`config.mk`:
```
export PLATFORM = sky130hd
export DESIGN_NAME = tdmftc_top
export DESIGN_NICKNAME = d
export VERILOG_FILES = /design/src/design/tdmftc_pkg.sv /design/src/design/tdmftc_top.sv /design/src/design/tdmftc_sync.sv
export SDC_FILE = /design/constraint.sdc
export NUM_CORES = 1
export LEC_CHECK = 0
export ABC_AREA = 1
export ABC_CLOCK_PERIOD_IN_PS = 5000
export BUFFER_PORTS_ARGS = -buffer_cell sky130_fd_sc_hd__buf_2
export CELL_PAD_IN_SITES_DETAIL_PLACEMENT = 1
export CELL_PAD_IN_SITES_GLOBAL_PLACEMENT = 1
export CORE_ASPECT_RATIO = 1.5
export CORE_MARGIN = 2
export CORE_UTILIZATION = 37
export CTS_CLUSTER_DIAMETER = 100
export DETAILED_ROUTE_END_ITERATION = 7
export PLACE_DENSITY = 0.86
export SLEW_MARGIN = 40
export SYNTH_ARGS = -nofsm -noshare
export SYNTH_HDL_FRONTEND = slang
export SYNTH_SLANG_ARGS = --single-unit
```
`constraint.sdc`:
```
create_clock -name clk_sys_i -period 5 [get_ports clk_sys_i]
set_input_delay 1 -clock clk_sys_i [delete_from_list [all_inputs] [get_ports clk_sys_i]]
set_output_delay 1 -clock clk_sys_i [all_outputs]
set_load 0.01 [all_outputs]
```
`src/design/tdmftc_pkg.sv`:
```
// Constants, register map and carrier types of the TDM frame timing control block.
// Assumes one 25 MHz system clock; the 16 MHz, 4 MHz and frame pins arrive asynchronously.
// What this block and its timing source must do
// With delay select low, master counter resets exactly at the frame boundary.
// With delay select high, master counter resets one 16 MHz period after boundary.
// Delay select high delays all serial and parallel data timing by one 16 MHz period.
// Delay select shifts data, output enable and all frame pulse and clock phases.
// The frame pulse input is sampled on the falling edge of the 4 MHz clock.
// The timing source supplies a 4 MHz clock phase locked to its 16 MHz clock.
// Output data bus is driven while drive enable is low, released while high.
// Serial-to-parallel mode releases parallel outputs at once when drive enable goes high.
// Serial streams run at 2.048 Mbit/s with rate select low, 4.096 with it high.
// Direction low converts serial to parallel, high converts parallel to serial.
// Connect memory pulse falls 71 (delay 0) or 68 (delay 1) cycles before boundary.
// Frame boundary is the first 4 MHz falling edge after the frame input falls.
// Data memory pulse toggles 64 (delay 0) or 65 (delay 1) cycles after boundary.
// Frame pulse output marks each boundary, aligned with the 4 MHz clock output.
// Upper sixteen serial streams stay inactive when the higher rate is selected.
// Master counter counts 2048 cycles per frame and drives all output edges; parallel_oe_o and serial_oe_o gating follow the control register.
package tdmftc_pkg;

   // Register byte addresses, decoded on the low address byte.
   localparam logic [7:0]  ADDR_CTRL       = 8'h00;
   localparam logic [7:0]  ADDR_STATUS     = 8'h04;
   // Status field positions.
   localparam int          STAT_LOCK_BIT   = 16;
   localparam int          STAT_SEEN_BIT   = 17;

   // Master counter geometry.
   localparam int          CNT_W           = 11;
   localparam int          FRAME_CYCLES    = 2048;
   localparam int          CFP_BEFORE_D0   = 71;
   localparam int          CFP_BEFORE_D1   = 68;
   // With delay high the boundary sits at the last count before the late reset.
   localparam logic [10:0] CFP_TH_D0       = 11'(FRAME_CYCLES - CFP_BEFORE_D0);
   localparam logic [10:0] CFP_TH_D1       = 11'(FRAME_CYCLES - 1 - CFP_BEFORE_D1);
   localparam logic [10:0] CFP_LOW_LEN     = 11'h004;
   // Same count for both settings: the late reset itself adds the extra cycle.
   localparam logic [10:0] DFP_TOGGLE_CNT  = 11'h040;
   localparam logic [10:0] FP_LOW_START    = 11'h7fe;
   localparam logic [10:0] FP_LOW_END      = 11'h002;
   localparam logic [10:0] CNT_LAST        = 11'h7ff;
   localparam logic [10:0] CNT_ZERO        = 11'h000;
   localparam logic [10:0] CNT_ONE         = 11'h001;
   // Cycle masks for bit and channel starts at the two serial rates.
   localparam logic [10:0] BIT_MASK_2M     = 11'h007;
   localparam logic [10:0] BIT_MASK_4M     = 11'h003;
   localparam logic [10:0] CH_MASK_2M      = 11'h03f;
   localparam logic [10:0] CH_MASK_4M      = 11'h01f;
   localparam logic [31:0] STREAM_ALL      = 32'hffffffff;
   localparam logic [31:0] STREAM_LOWER    = 32'h0000ffff;

   // Pending counter reset: none, at next 16 MHz edge, or one edge later.
   localparam logic [1:0]  ARM_IDLE        = 2'h0;
   localparam logic [1:0]  ARM_NOW         = 2'h1;
   localparam logic [1:0]  ARM_LATE        = 2'h2;
   // Indices into the synchroniser bundle.
   localparam int          SY_C16          = 0;
   localparam int          SY_C4           = 1;
   localparam int          SY_FP           = 2;
   localparam int          SY_W            = 3;

   typedef enum logic [1:0] {
      ST_HUNT = 2'b01,
      ST_RUN  = 2'b10
   } tdmftc_fsm_t;

   typedef struct packed {
      logic oe_n;
      logic dir;
      logic rate;
      logic clock_delay_select;
   } tdmftc_ctrl_t;

   localparam tdmftc_ctrl_t CTRL_RST = '{oe_n: 1'b1, dir: 1'b0, rate: 1'b0, clock_delay_select: 1'b0};

   typedef struct packed {
      logic        hsel;
      logic [31:0] haddr;
      logic [1:0]  htrans;
      logic        hwrite;
      logic [2:0]  hsize;
      logic [31:0] hwdata;
      logic        hready;
   } tdmftc_ahb_req_t;

   typedef struct packed {
      logic        hreadyout;
      logic        hresp;
      logic [31:0] hrdata;
   } tdmftc_ahb_rsp_t;

   typedef struct packed {
      tdmftc_fsm_t  fsm;
      tdmftc_ctrl_t ctrl;
      logic         seen;
      logic         wr_pend;
      logic         rd_wait;
      logic [7:0]   addr;
      logic [31:0]  hrdata;
      logic         fp_samp;
      logic [1:0]   arm;
      logic [10:0]  cnt;
      logic         fp_out_n;
      logic         c2;
      logic         c4;
      logic         cfp_n;
      logic         dfp;
      logic         ser_en;
      logic         strobe;
   } tdmftc_state_t;

   localparam tdmftc_state_t STATE_RST = '{
      fsm: ST_HUNT, ctrl: CTRL_RST, seen: 1'b0, wr_pend: 1'b0, rd_wait: 1'b0,
      addr: 8'h00, hrdata: 32'h00000000, fp_samp: 1'b1, arm: ARM_IDLE, cnt: CNT_ZERO,
      fp_out_n: 1'b1, c2: 1'b0, c4: 1'b0, cfp_n: 1'b1, dfp: 1'b0, ser_en: 1'b0,
      strobe: 1'b0};

endpackage : tdmftc_pkg

```
`src/design/tdmftc_top.sv`:
```
// Frame timing and mode control for a TDM serial/parallel converter, AHB-Lite slave.
// Assumes the 16 MHz and 4 MHz pins are much slower than twice clk_sys_i is fast enough
// to resolve each edge, and that a single master drives the bus.
//
// The AHB-Lite register port and the placing of the registers are this design's own decisions.
module tdmftc_top
   import tdmftc_pkg::*;
(
   input  wire logic            clk_sys_i,
   input  wire logic            rst_b_i,
   input  wire tdmftc_ahb_req_t ahb_i,
   output tdmftc_ahb_rsp_t      ahb_o,
   input  wire logic            clk_16m_in_i,
   input  wire logic            clk_4m_in_i,
   input  wire logic            frame_pulse_in_i,
   output logic                 frame_pulse_out_n_o,
   output logic                 clk_2m_out_o,
   output logic                 clk_4m_out_o,
   output logic                 connect_mem_frame_pulse_n_o,
   output logic                 data_mem_frame_pulse_o,
   output logic                 data_mem_frame_pulse_n_o,
   output logic                 parallel_oe_o,
   output logic [31:0]          serial_oe_o,
   output logic                 serial_bit_strobe_o
);

   tdmftc_state_t st_q;
   tdmftc_state_t st_d;

   logic [SY_W-1:0] sy_filt;
   logic [SY_W-1:0] sy_rise;
   logic [SY_W-1:0] sy_fall;
   logic            c16_rise;
   logic            c4_fall;
   logic            bnd;
   logic [1:0]      arm_eff;
   logic            acc;
   logic [10:0]     cfp_th;
   logic [10:0]     bit_mask;
   logic [10:0]     ch_mask;
   logic [31:0]     rd_val;

   // All three pins share one synchroniser bundle so their edges stay in step.
   tdmftc_sync #(
      .WIDTH (SY_W)
   ) u_sync (
      .clk_sys_i (clk_sys_i),
      .rst_b_i   (rst_b_i),
      .pin_i     ({frame_pulse_in_i, clk_4m_in_i, clk_16m_in_i}),
      .filt_o    (sy_filt),
      .rise_o    (sy_rise),
      .fall_o    (sy_fall)
   );

   // Edge events seen in the system domain.
   assign c16_rise = sy_rise[SY_C16];
   assign c4_fall  = sy_fall[SY_C4];
   // Boundary: this 4 MHz fall samples the frame input low, the previous one high.
   assign bnd      = c4_fall & ~sy_filt[SY_FP] & st_q.fp_samp;
   assign acc      = ahb_i.hsel & ahb_i.htrans[1] & ahb_i.hready;

   // Delay-dependent thresholds and rate-dependent masks.
   assign cfp_th   = st_q.ctrl.clock_delay_select ? CFP_TH_D1 : CFP_TH_D0;
   assign bit_mask = st_q.ctrl.rate ? BIT_MASK_4M : BIT_MASK_2M;
   assign ch_mask  = st_q.ctrl.rate ? CH_MASK_4M : CH_MASK_2M;

   // A new boundary overrides any pending reset; delay select picks how far off it is.
   always_comb begin
      arm_eff = st_q.arm;
      if (bnd) begin
         arm_eff = st_q.ctrl.clock_delay_select ? ARM_LATE : ARM_NOW;
      end
   end

   // Register read mux; unmapped addresses read as zero.
   always_comb begin
      rd_val = 32'h00000000;
      case (st_q.addr)
         ADDR_CTRL: begin
            rd_val = {28'h0000000, st_q.ctrl};
         end
         ADDR_STATUS: begin
            rd_val                = {21'h000000, st_q.cnt};
            rd_val[STAT_LOCK_BIT] = (st_q.fsm == ST_RUN);
            rd_val[STAT_SEEN_BIT] = st_q.seen;
         end
         default: begin
            rd_val = 32'h00000000;
         end
      endcase
   end

   // Next state of the whole block.
   always_comb begin
      st_d        = st_q;
      st_d.strobe = 1'b0;

      // Frame input sample is taken only on the 4 MHz falling edge.
      if (c4_fall) begin
         st_d.fp_samp = sy_filt[SY_FP];
      end

      // Master counter: one count per 16 MHz edge, reset placed by the arm state.
      st_d.arm = arm_eff;
      if (c16_rise) begin
         if (arm_eff == ARM_NOW) begin
            st_d.cnt = CNT_ZERO;
            st_d.arm = ARM_IDLE;
         end else if (arm_eff == ARM_LATE) begin
            st_d.cnt = st_q.cnt + CNT_ONE;
            st_d.arm = ARM_NOW;
         end else begin
            st_d.cnt = st_q.cnt + CNT_ONE;
         end
      end

      // Lock tracking; frame pulses and serial drive stay idle until the first boundary is found, while the clocks and strobe run.
      case (st_q.fsm)
         ST_HUNT: begin
            if (bnd) begin
               st_d.fsm = ST_RUN;
            end
         end
         ST_RUN: begin
            st_d.fsm = ST_RUN;
         end
         default: begin
            st_d.fsm = ST_HUNT;
         end
      endcase

      // Every edge derives from the new count, so delay select shifts them all.
      if (c16_rise) begin
         st_d.c4 = ~st_d.cnt[1];
         st_d.c2 = ~st_d.cnt[2];
         st_d.strobe = (st_d.cnt & bit_mask) == CNT_ZERO;
         if (st_q.fsm == ST_RUN) begin
            // A pulse may only begin at its first count, so a lock inside it leaves no runt.
            st_d.fp_out_n = ~((st_d.cnt >= FP_LOW_START) ||
                              ((st_d.cnt < FP_LOW_END) && !st_q.fp_out_n));
            st_d.cfp_n    = ~((st_d.cnt >= cfp_th) && (st_d.cnt < cfp_th + CFP_LOW_LEN));
            if (st_d.cnt == DFP_TOGGLE_CNT && st_q.cnt != DFP_TOGGLE_CNT) begin
               st_d.dfp = ~st_q.dfp;
            end
            // ser_en follows oe_n only at a channel start, so a drive enable change cuts no bit short.
            if ((st_d.cnt & ch_mask) == CNT_ZERO) begin
               st_d.ser_en = ~st_q.ctrl.oe_n;
            end
         end else begin
            st_d.fp_out_n = 1'b1;
            st_d.cfp_n    = 1'b1;
            st_d.ser_en   = 1'b0;
         end
      end

      // Bus data phase: a write lands one cycle after its address phase.
      if (st_q.wr_pend) begin
         case (st_q.addr)
            ADDR_CTRL: begin
               st_d.ctrl = tdmftc_ctrl_t'(ahb_i.hwdata[3:0]);
            end
            ADDR_STATUS: begin
               if (ahb_i.hwdata[STAT_SEEN_BIT]) begin
                  st_d.seen = 1'b0;
               end
            end
            default: begin
               st_d.seen = st_q.seen;
            end
         endcase
      end
      // Set wins over a clear in the same cycle, so no boundary report is lost.
      if (bnd) begin
         st_d.seen = 1'b1;
      end

      // A read waits one cycle so it sees a write from the transfer just before.
      if (st_q.rd_wait) begin
         st_d.hrdata  = rd_val;
         st_d.rd_wait = 1'b0;
      end
      st_d.wr_pend = 1'b0;
      if (acc) begin
         st_d.addr    = ahb_i.haddr[7:0];
         st_d.wr_pend = ahb_i.hwrite;
         st_d.rd_wait = ~ahb_i.hwrite;
      end
   end

   // Single state register for the block.
   always_ff @(posedge clk_sys_i or negedge rst_b_i) begin
      if (!rst_b_i) begin
         st_q <= STATE_RST;
      end else begin
         st_q <= st_d;
      end
   end

   // Bus response: always OKAY, one wait state on reads only.
   assign ahb_o.hreadyout = ~st_q.rd_wait;
   assign ahb_o.hresp     = 1'b0;
   assign ahb_o.hrdata    = st_q.hrdata;

   // Pin outputs straight from state.
   assign frame_pulse_out_n_o         = st_q.fp_out_n;
   assign clk_2m_out_o                = st_q.c2;
   assign clk_4m_out_o                = st_q.c4;
   assign connect_mem_frame_pulse_n_o = st_q.cfp_n;
   assign data_mem_frame_pulse_o      = st_q.dfp;
   assign data_mem_frame_pulse_n_o    = ~st_q.dfp;
   assign serial_bit_strobe_o         = st_q.strobe;

   // Parallel release is immediate; serial drive also needs the mode to allow it, and the rate picks which streams are driven.
   assign parallel_oe_o = ~st_q.ctrl.oe_n & ~st_q.ctrl.dir;
   assign serial_oe_o   = (st_q.ser_en & st_q.ctrl.dir) ?
                          (st_q.ctrl.rate ? STREAM_LOWER : STREAM_ALL) : 32'h00000000;
endmodule // tdmftc_top

```
`src/design/tdmftc_sync.sv`:
```
// Three-stage pin synchroniser with agreement filter and edge pulses.
// Assumes inputs are asynchronous to clk_sys_i; outputs are registered.
module tdmftc_sync #(
   parameter int WIDTH = 1
) (
   input  wire logic             clk_sys_i,
   input  wire logic             rst_b_i,
   input  wire logic [WIDTH-1:0] pin_i,
   output logic      [WIDTH-1:0] filt_o,
   output logic      [WIDTH-1:0] rise_o,
   output logic      [WIDTH-1:0] fall_o
);

   typedef struct packed {
      logic [WIDTH-1:0] s1;
      logic [WIDTH-1:0] s2;
      logic [WIDTH-1:0] s3;
      logic [WIDTH-1:0] filt;
      logic [WIDTH-1:0] rise;
      logic [WIDTH-1:0] fall;
   } tdmftc_sync_t;

   tdmftc_sync_t st_q;
   tdmftc_sync_t st_d;
   logic [WIDTH-1:0] agree;

   // The first stage feeds only the second; the filter looks at stages two and three.
   always_comb begin
      st_d      = st_q;
      agree     = ~(st_q.s2 ^ st_q.s3);
      st_d.s1   = pin_i;
      st_d.s2   = st_q.s1;
      st_d.s3   = st_q.s2;
      st_d.filt = (agree & st_q.s3) | (~agree & st_q.filt);
      st_d.rise = st_d.filt & ~st_q.filt;
      st_d.fall = ~st_d.filt & st_q.filt;
   end

   // State register; all stages clear under reset.
   always_ff @(posedge clk_sys_i or negedge rst_b_i) begin
      if (!rst_b_i) begin
         st_q <= '0;
      end else begin
         st_q <= st_d;
      end
   end

   assign filt_o = st_q.filt;
   assign rise_o = st_q.rise;
   assign fall_o = st_q.fall;

endmodule // tdmftc_sync

```
==> flow_summary.json <==
{
  "r2r_setup_slack_ns": 2.63,
  "syn_area_mm2": 0.00349,
  "fin_skew_ns": 0.00870,
  "hold_class": "flip-flop to flip-flop",
  "totalWireLength_um": 7850,
  "r2r-start": "u_sync.rise_o[0]$_DFF_PN0_",
  "dpl_cell_area_mm2": 0.00358,
  "fmax_mhz": 385,
  "wl_per_cell_um": 14.1,
  "ctsResizeCount": 0,
  "outcome": "finished, final reports clean",
  "antenna_cells": 0,
  "first_iter_violations": 116,
  "clk_path_buf_depth": 2,
  "p_total_mw": 1.75,
  "critPathTopFamily": "simple AND/OR/NAND/NOR gates",
  "slew_headroom_pct": 53.9,
  "cts_setup_buffers": 0,
  "synth_area_leaders": "dfrtp_1 (43%), buf_4 (14%), nand2_1 (9.7%), inv_1 (5.1%), dfstp_2 (3.8%)",
  "path_depth": 3,
  "layout-drive-gt1-share_pct": 28.8,
  "slew_violations": 0,
  "first_pass_iters": 4,
  "fin_area_mm2": 0.00390,
  "peakVddDrop_uv": 247,
  "hold_buffers": 0,
  "final_core_util_pct": 42.4,
  "die_y_um": 123,
  "synth_top_cell_by_area": "dfrtp_1",
  "portBuffers": 75,
  "antenna_found_initial": 0,
  "cpMaxStageDelayCell": "nor2_1",
  "rsz0062_at_grt": "false",
  "grt_use_total_pct": 16.4,
  "syn_to_final_growth_pct": 11.6,
  "place_ws_ns": 2.64,
  "finalSetupTns_ns": 0,
  "finalCritPeriodShare_pct": 52.0,
  "coreArea_mm2": 0.00920,
  "cp.arrival_ns": 1.60,
  "hold_ws_ns": 0.346,
  "nNetsFinal": 522,
  "clk_pin_slew_worst_paths_ns": 0.05,
  "ys_warn_count": 0,
  "power.density_mw_per_mm2": 449,
  "worstMarginPinSlew_ns": 0.690,
  "ff2ff_path_depth": 12,
  "die_x_um": 83.3,
  "endpoint_kind": "output port",
  "seq_area_frac_synth_pct": 46.8,
  "gp_congestion": 0.883,
  "clock_latency_ns": 0.34,
  "clock_sinks": 65,
  "hold_viol": 0,
  "slowest_delay_ns": 0.54,
  "setup_violations": 0,
  "cts_buffers": 9,
  "final_cells": 557,
  "cp-start-kind": "flip-flop",
  "fp-row-count": 43,
  "synth-seq-cells": 65,
  "grt_max_degree": 66,
  "cts_tree": "done",
  "p_leak_nw": 2.10,
  "synth_top_area_share_pct": 43.0,
  "avgSynthCellArea_um2": 8.69,
  "dieArea_mm2": 0.0102,
  "crit_path_end": "serial_oe_o[21]",
  "worst-setup-path-type": "flip-flop to output port",
  "ys_types": 36,
  "finalCriticalPeriod_ns": 2.60,
  "ant_nets": 0,
  "required_ns": 4.00,
  "grt_overflow": 0,
  "crit_buf_inv": 1,
  "r2r_end": "connect_mem_frame_pulse_n_o$_DFFE_PN1P_",
  "max_cap_violations": 0,
  "synth_cells": 402,
  "h-tree-depth": 3,
  "crit_start": "st_q[66]$_DFFE_PN0P_",
  "critPathMaxFanout": 16,
  "via_per_inst": 4.71,
  "start_util_pct": 38.0,
  "root_buffer": "clkbuf_16",
  "setup_slack_ns": 2.40,
  "ios": 151,
  "dp_hpwl_um": 5900,
  "drc_errors": 0,
  "vias": 2626,
  "dp_cells": 541,
  "critical_path.cell_chain": "nand2_1 > nor2_1 > buf_2",
  "grt_pass1_wl_um": 13100,
  "grt_pass1_vias": 2819
}
==> worst min path at each step <==
stage,from,end,depth (start not counted)
floorplan,u_sync.st_d[13]$_DFF_PN0_,u_sync.st_d[10]$_DFF_PN0_,0
global placement,u_sync.st_d[14]$_DFF_PN0_,u_sync.st_d[11]$_DFF_PN0_,0
detailed placement,u_sync.st_d[14]$_DFF_PN0_,u_sync.st_d[11]$_DFF_PN0_,0
CTS,u_sync.st_d[14]$_DFF_PN0_,u_sync.st_d[11]$_DFF_PN0_,0
global route,u_sync.st_d[12]$_DFF_PN0_,u_sync.st_d[9]$_DFF_PN0_,0
finish,u_sync.st_d[14]$_DFF_PN0_,u_sync.st_d[11]$_DFF_PN0_,0
==> logic make-up after synthesis <==
group / count (synthesis) / share of synthesized area (%)
AO/OA/AOI/OAI: 29 / 4.91
flip-flops: 65 / 46.8
XOR/XNOR: 2 / 0.502
AND/OR/NAND/NOR: 171 / 22.5
multiplexers: 9 / 2.90
buffers and inverters: 117 / 19.7
adder cells (fa/ha/maj): 8 / 2.65
other: 1 / 0.107
==> per-layer routing <==
layer  up-vias  GRT usage [%]  part of all wire [%]
met5         -              0                     0
met4         0           9.02                   3.8
met3        23           4.21                   5.4
met2        79           31.8                    56
met1      1269           15.6                    34
li1       1255              -                     -
==> cell type report <==
class,instances,area [um2]
Clock buffer,12,256
Clock inverter,4,52.6
Fill cell,1108,5300
Inverter,49,184
Multi-Input combinational cell,239,1240
Sequential cell,65,1630
Tap cell,112,140
Timing Repair Buffer,76,387
==> placed cells by master (no fill, tap or decap), drive strengths merged, types with 2 or more instances in the layout <==
cell type,instances
mux2,9
nor3,3
xor2,2
clkbuf,12
or2,3
o21ai,14
inv,49
nand3,23
a21oi,6
buf,76
dfrtp,60
ha,5
nor2,34
maj3,3
clkinvlp,3
o31ai,7
nand2,96
dfstp,5
nand4,7
conb,20
==> power by group <==
part	switching [mW]	internal (mW)	total (mW)
registers	0.0580	0.607	0.665
logic	0.294	0.148	0.442
clock network	0.229	0.413	0.642
==> state kept, by name, indices dropped and copies added, names as in the netlist, 2 cells and up, named ones only <==
name / cells
st_q: 32
u_sync.st_d: 6
u_sync.filt_o: 2
ahb_o: 13
u_sync.st_q: 3
==> Yosys cell counts (all sizes together) <==
library cell	instances
a211oi	1
a21oi	6
and3	1
buf	65
clkbuf	3
conb	1
dfrtp	60
dfstp	5
ha	5
inv	49
maj3	3
mux2	9
nand2	96
nand3	23
nand3b	1
nand4	7
nor2	34
nor2b	1
nor3	3
nor4	1
nor4b	1
o21ai	14
o21bai	1
o31ai	7
or2	3
xor2	2
==> worst reg2reg max path: cells and delay by family (launching register included) <==
| family | cells | cell delay (ns) |
|---|---|---|
| adder cells (fa/ha/maj) | 1 | 0.27 |
| AO/OA/AOI/OAI | 1 | 0.17 |
| flip-flops | 1 | 0.64 |
| XOR/XNOR | 1 | 0.17 |
| buffers and inverters | 3 | 0.35 |
| AND/OR/NAND/NOR | 6 | 0.70 |
Note: power is estimated with default switching activity, not from simulation.
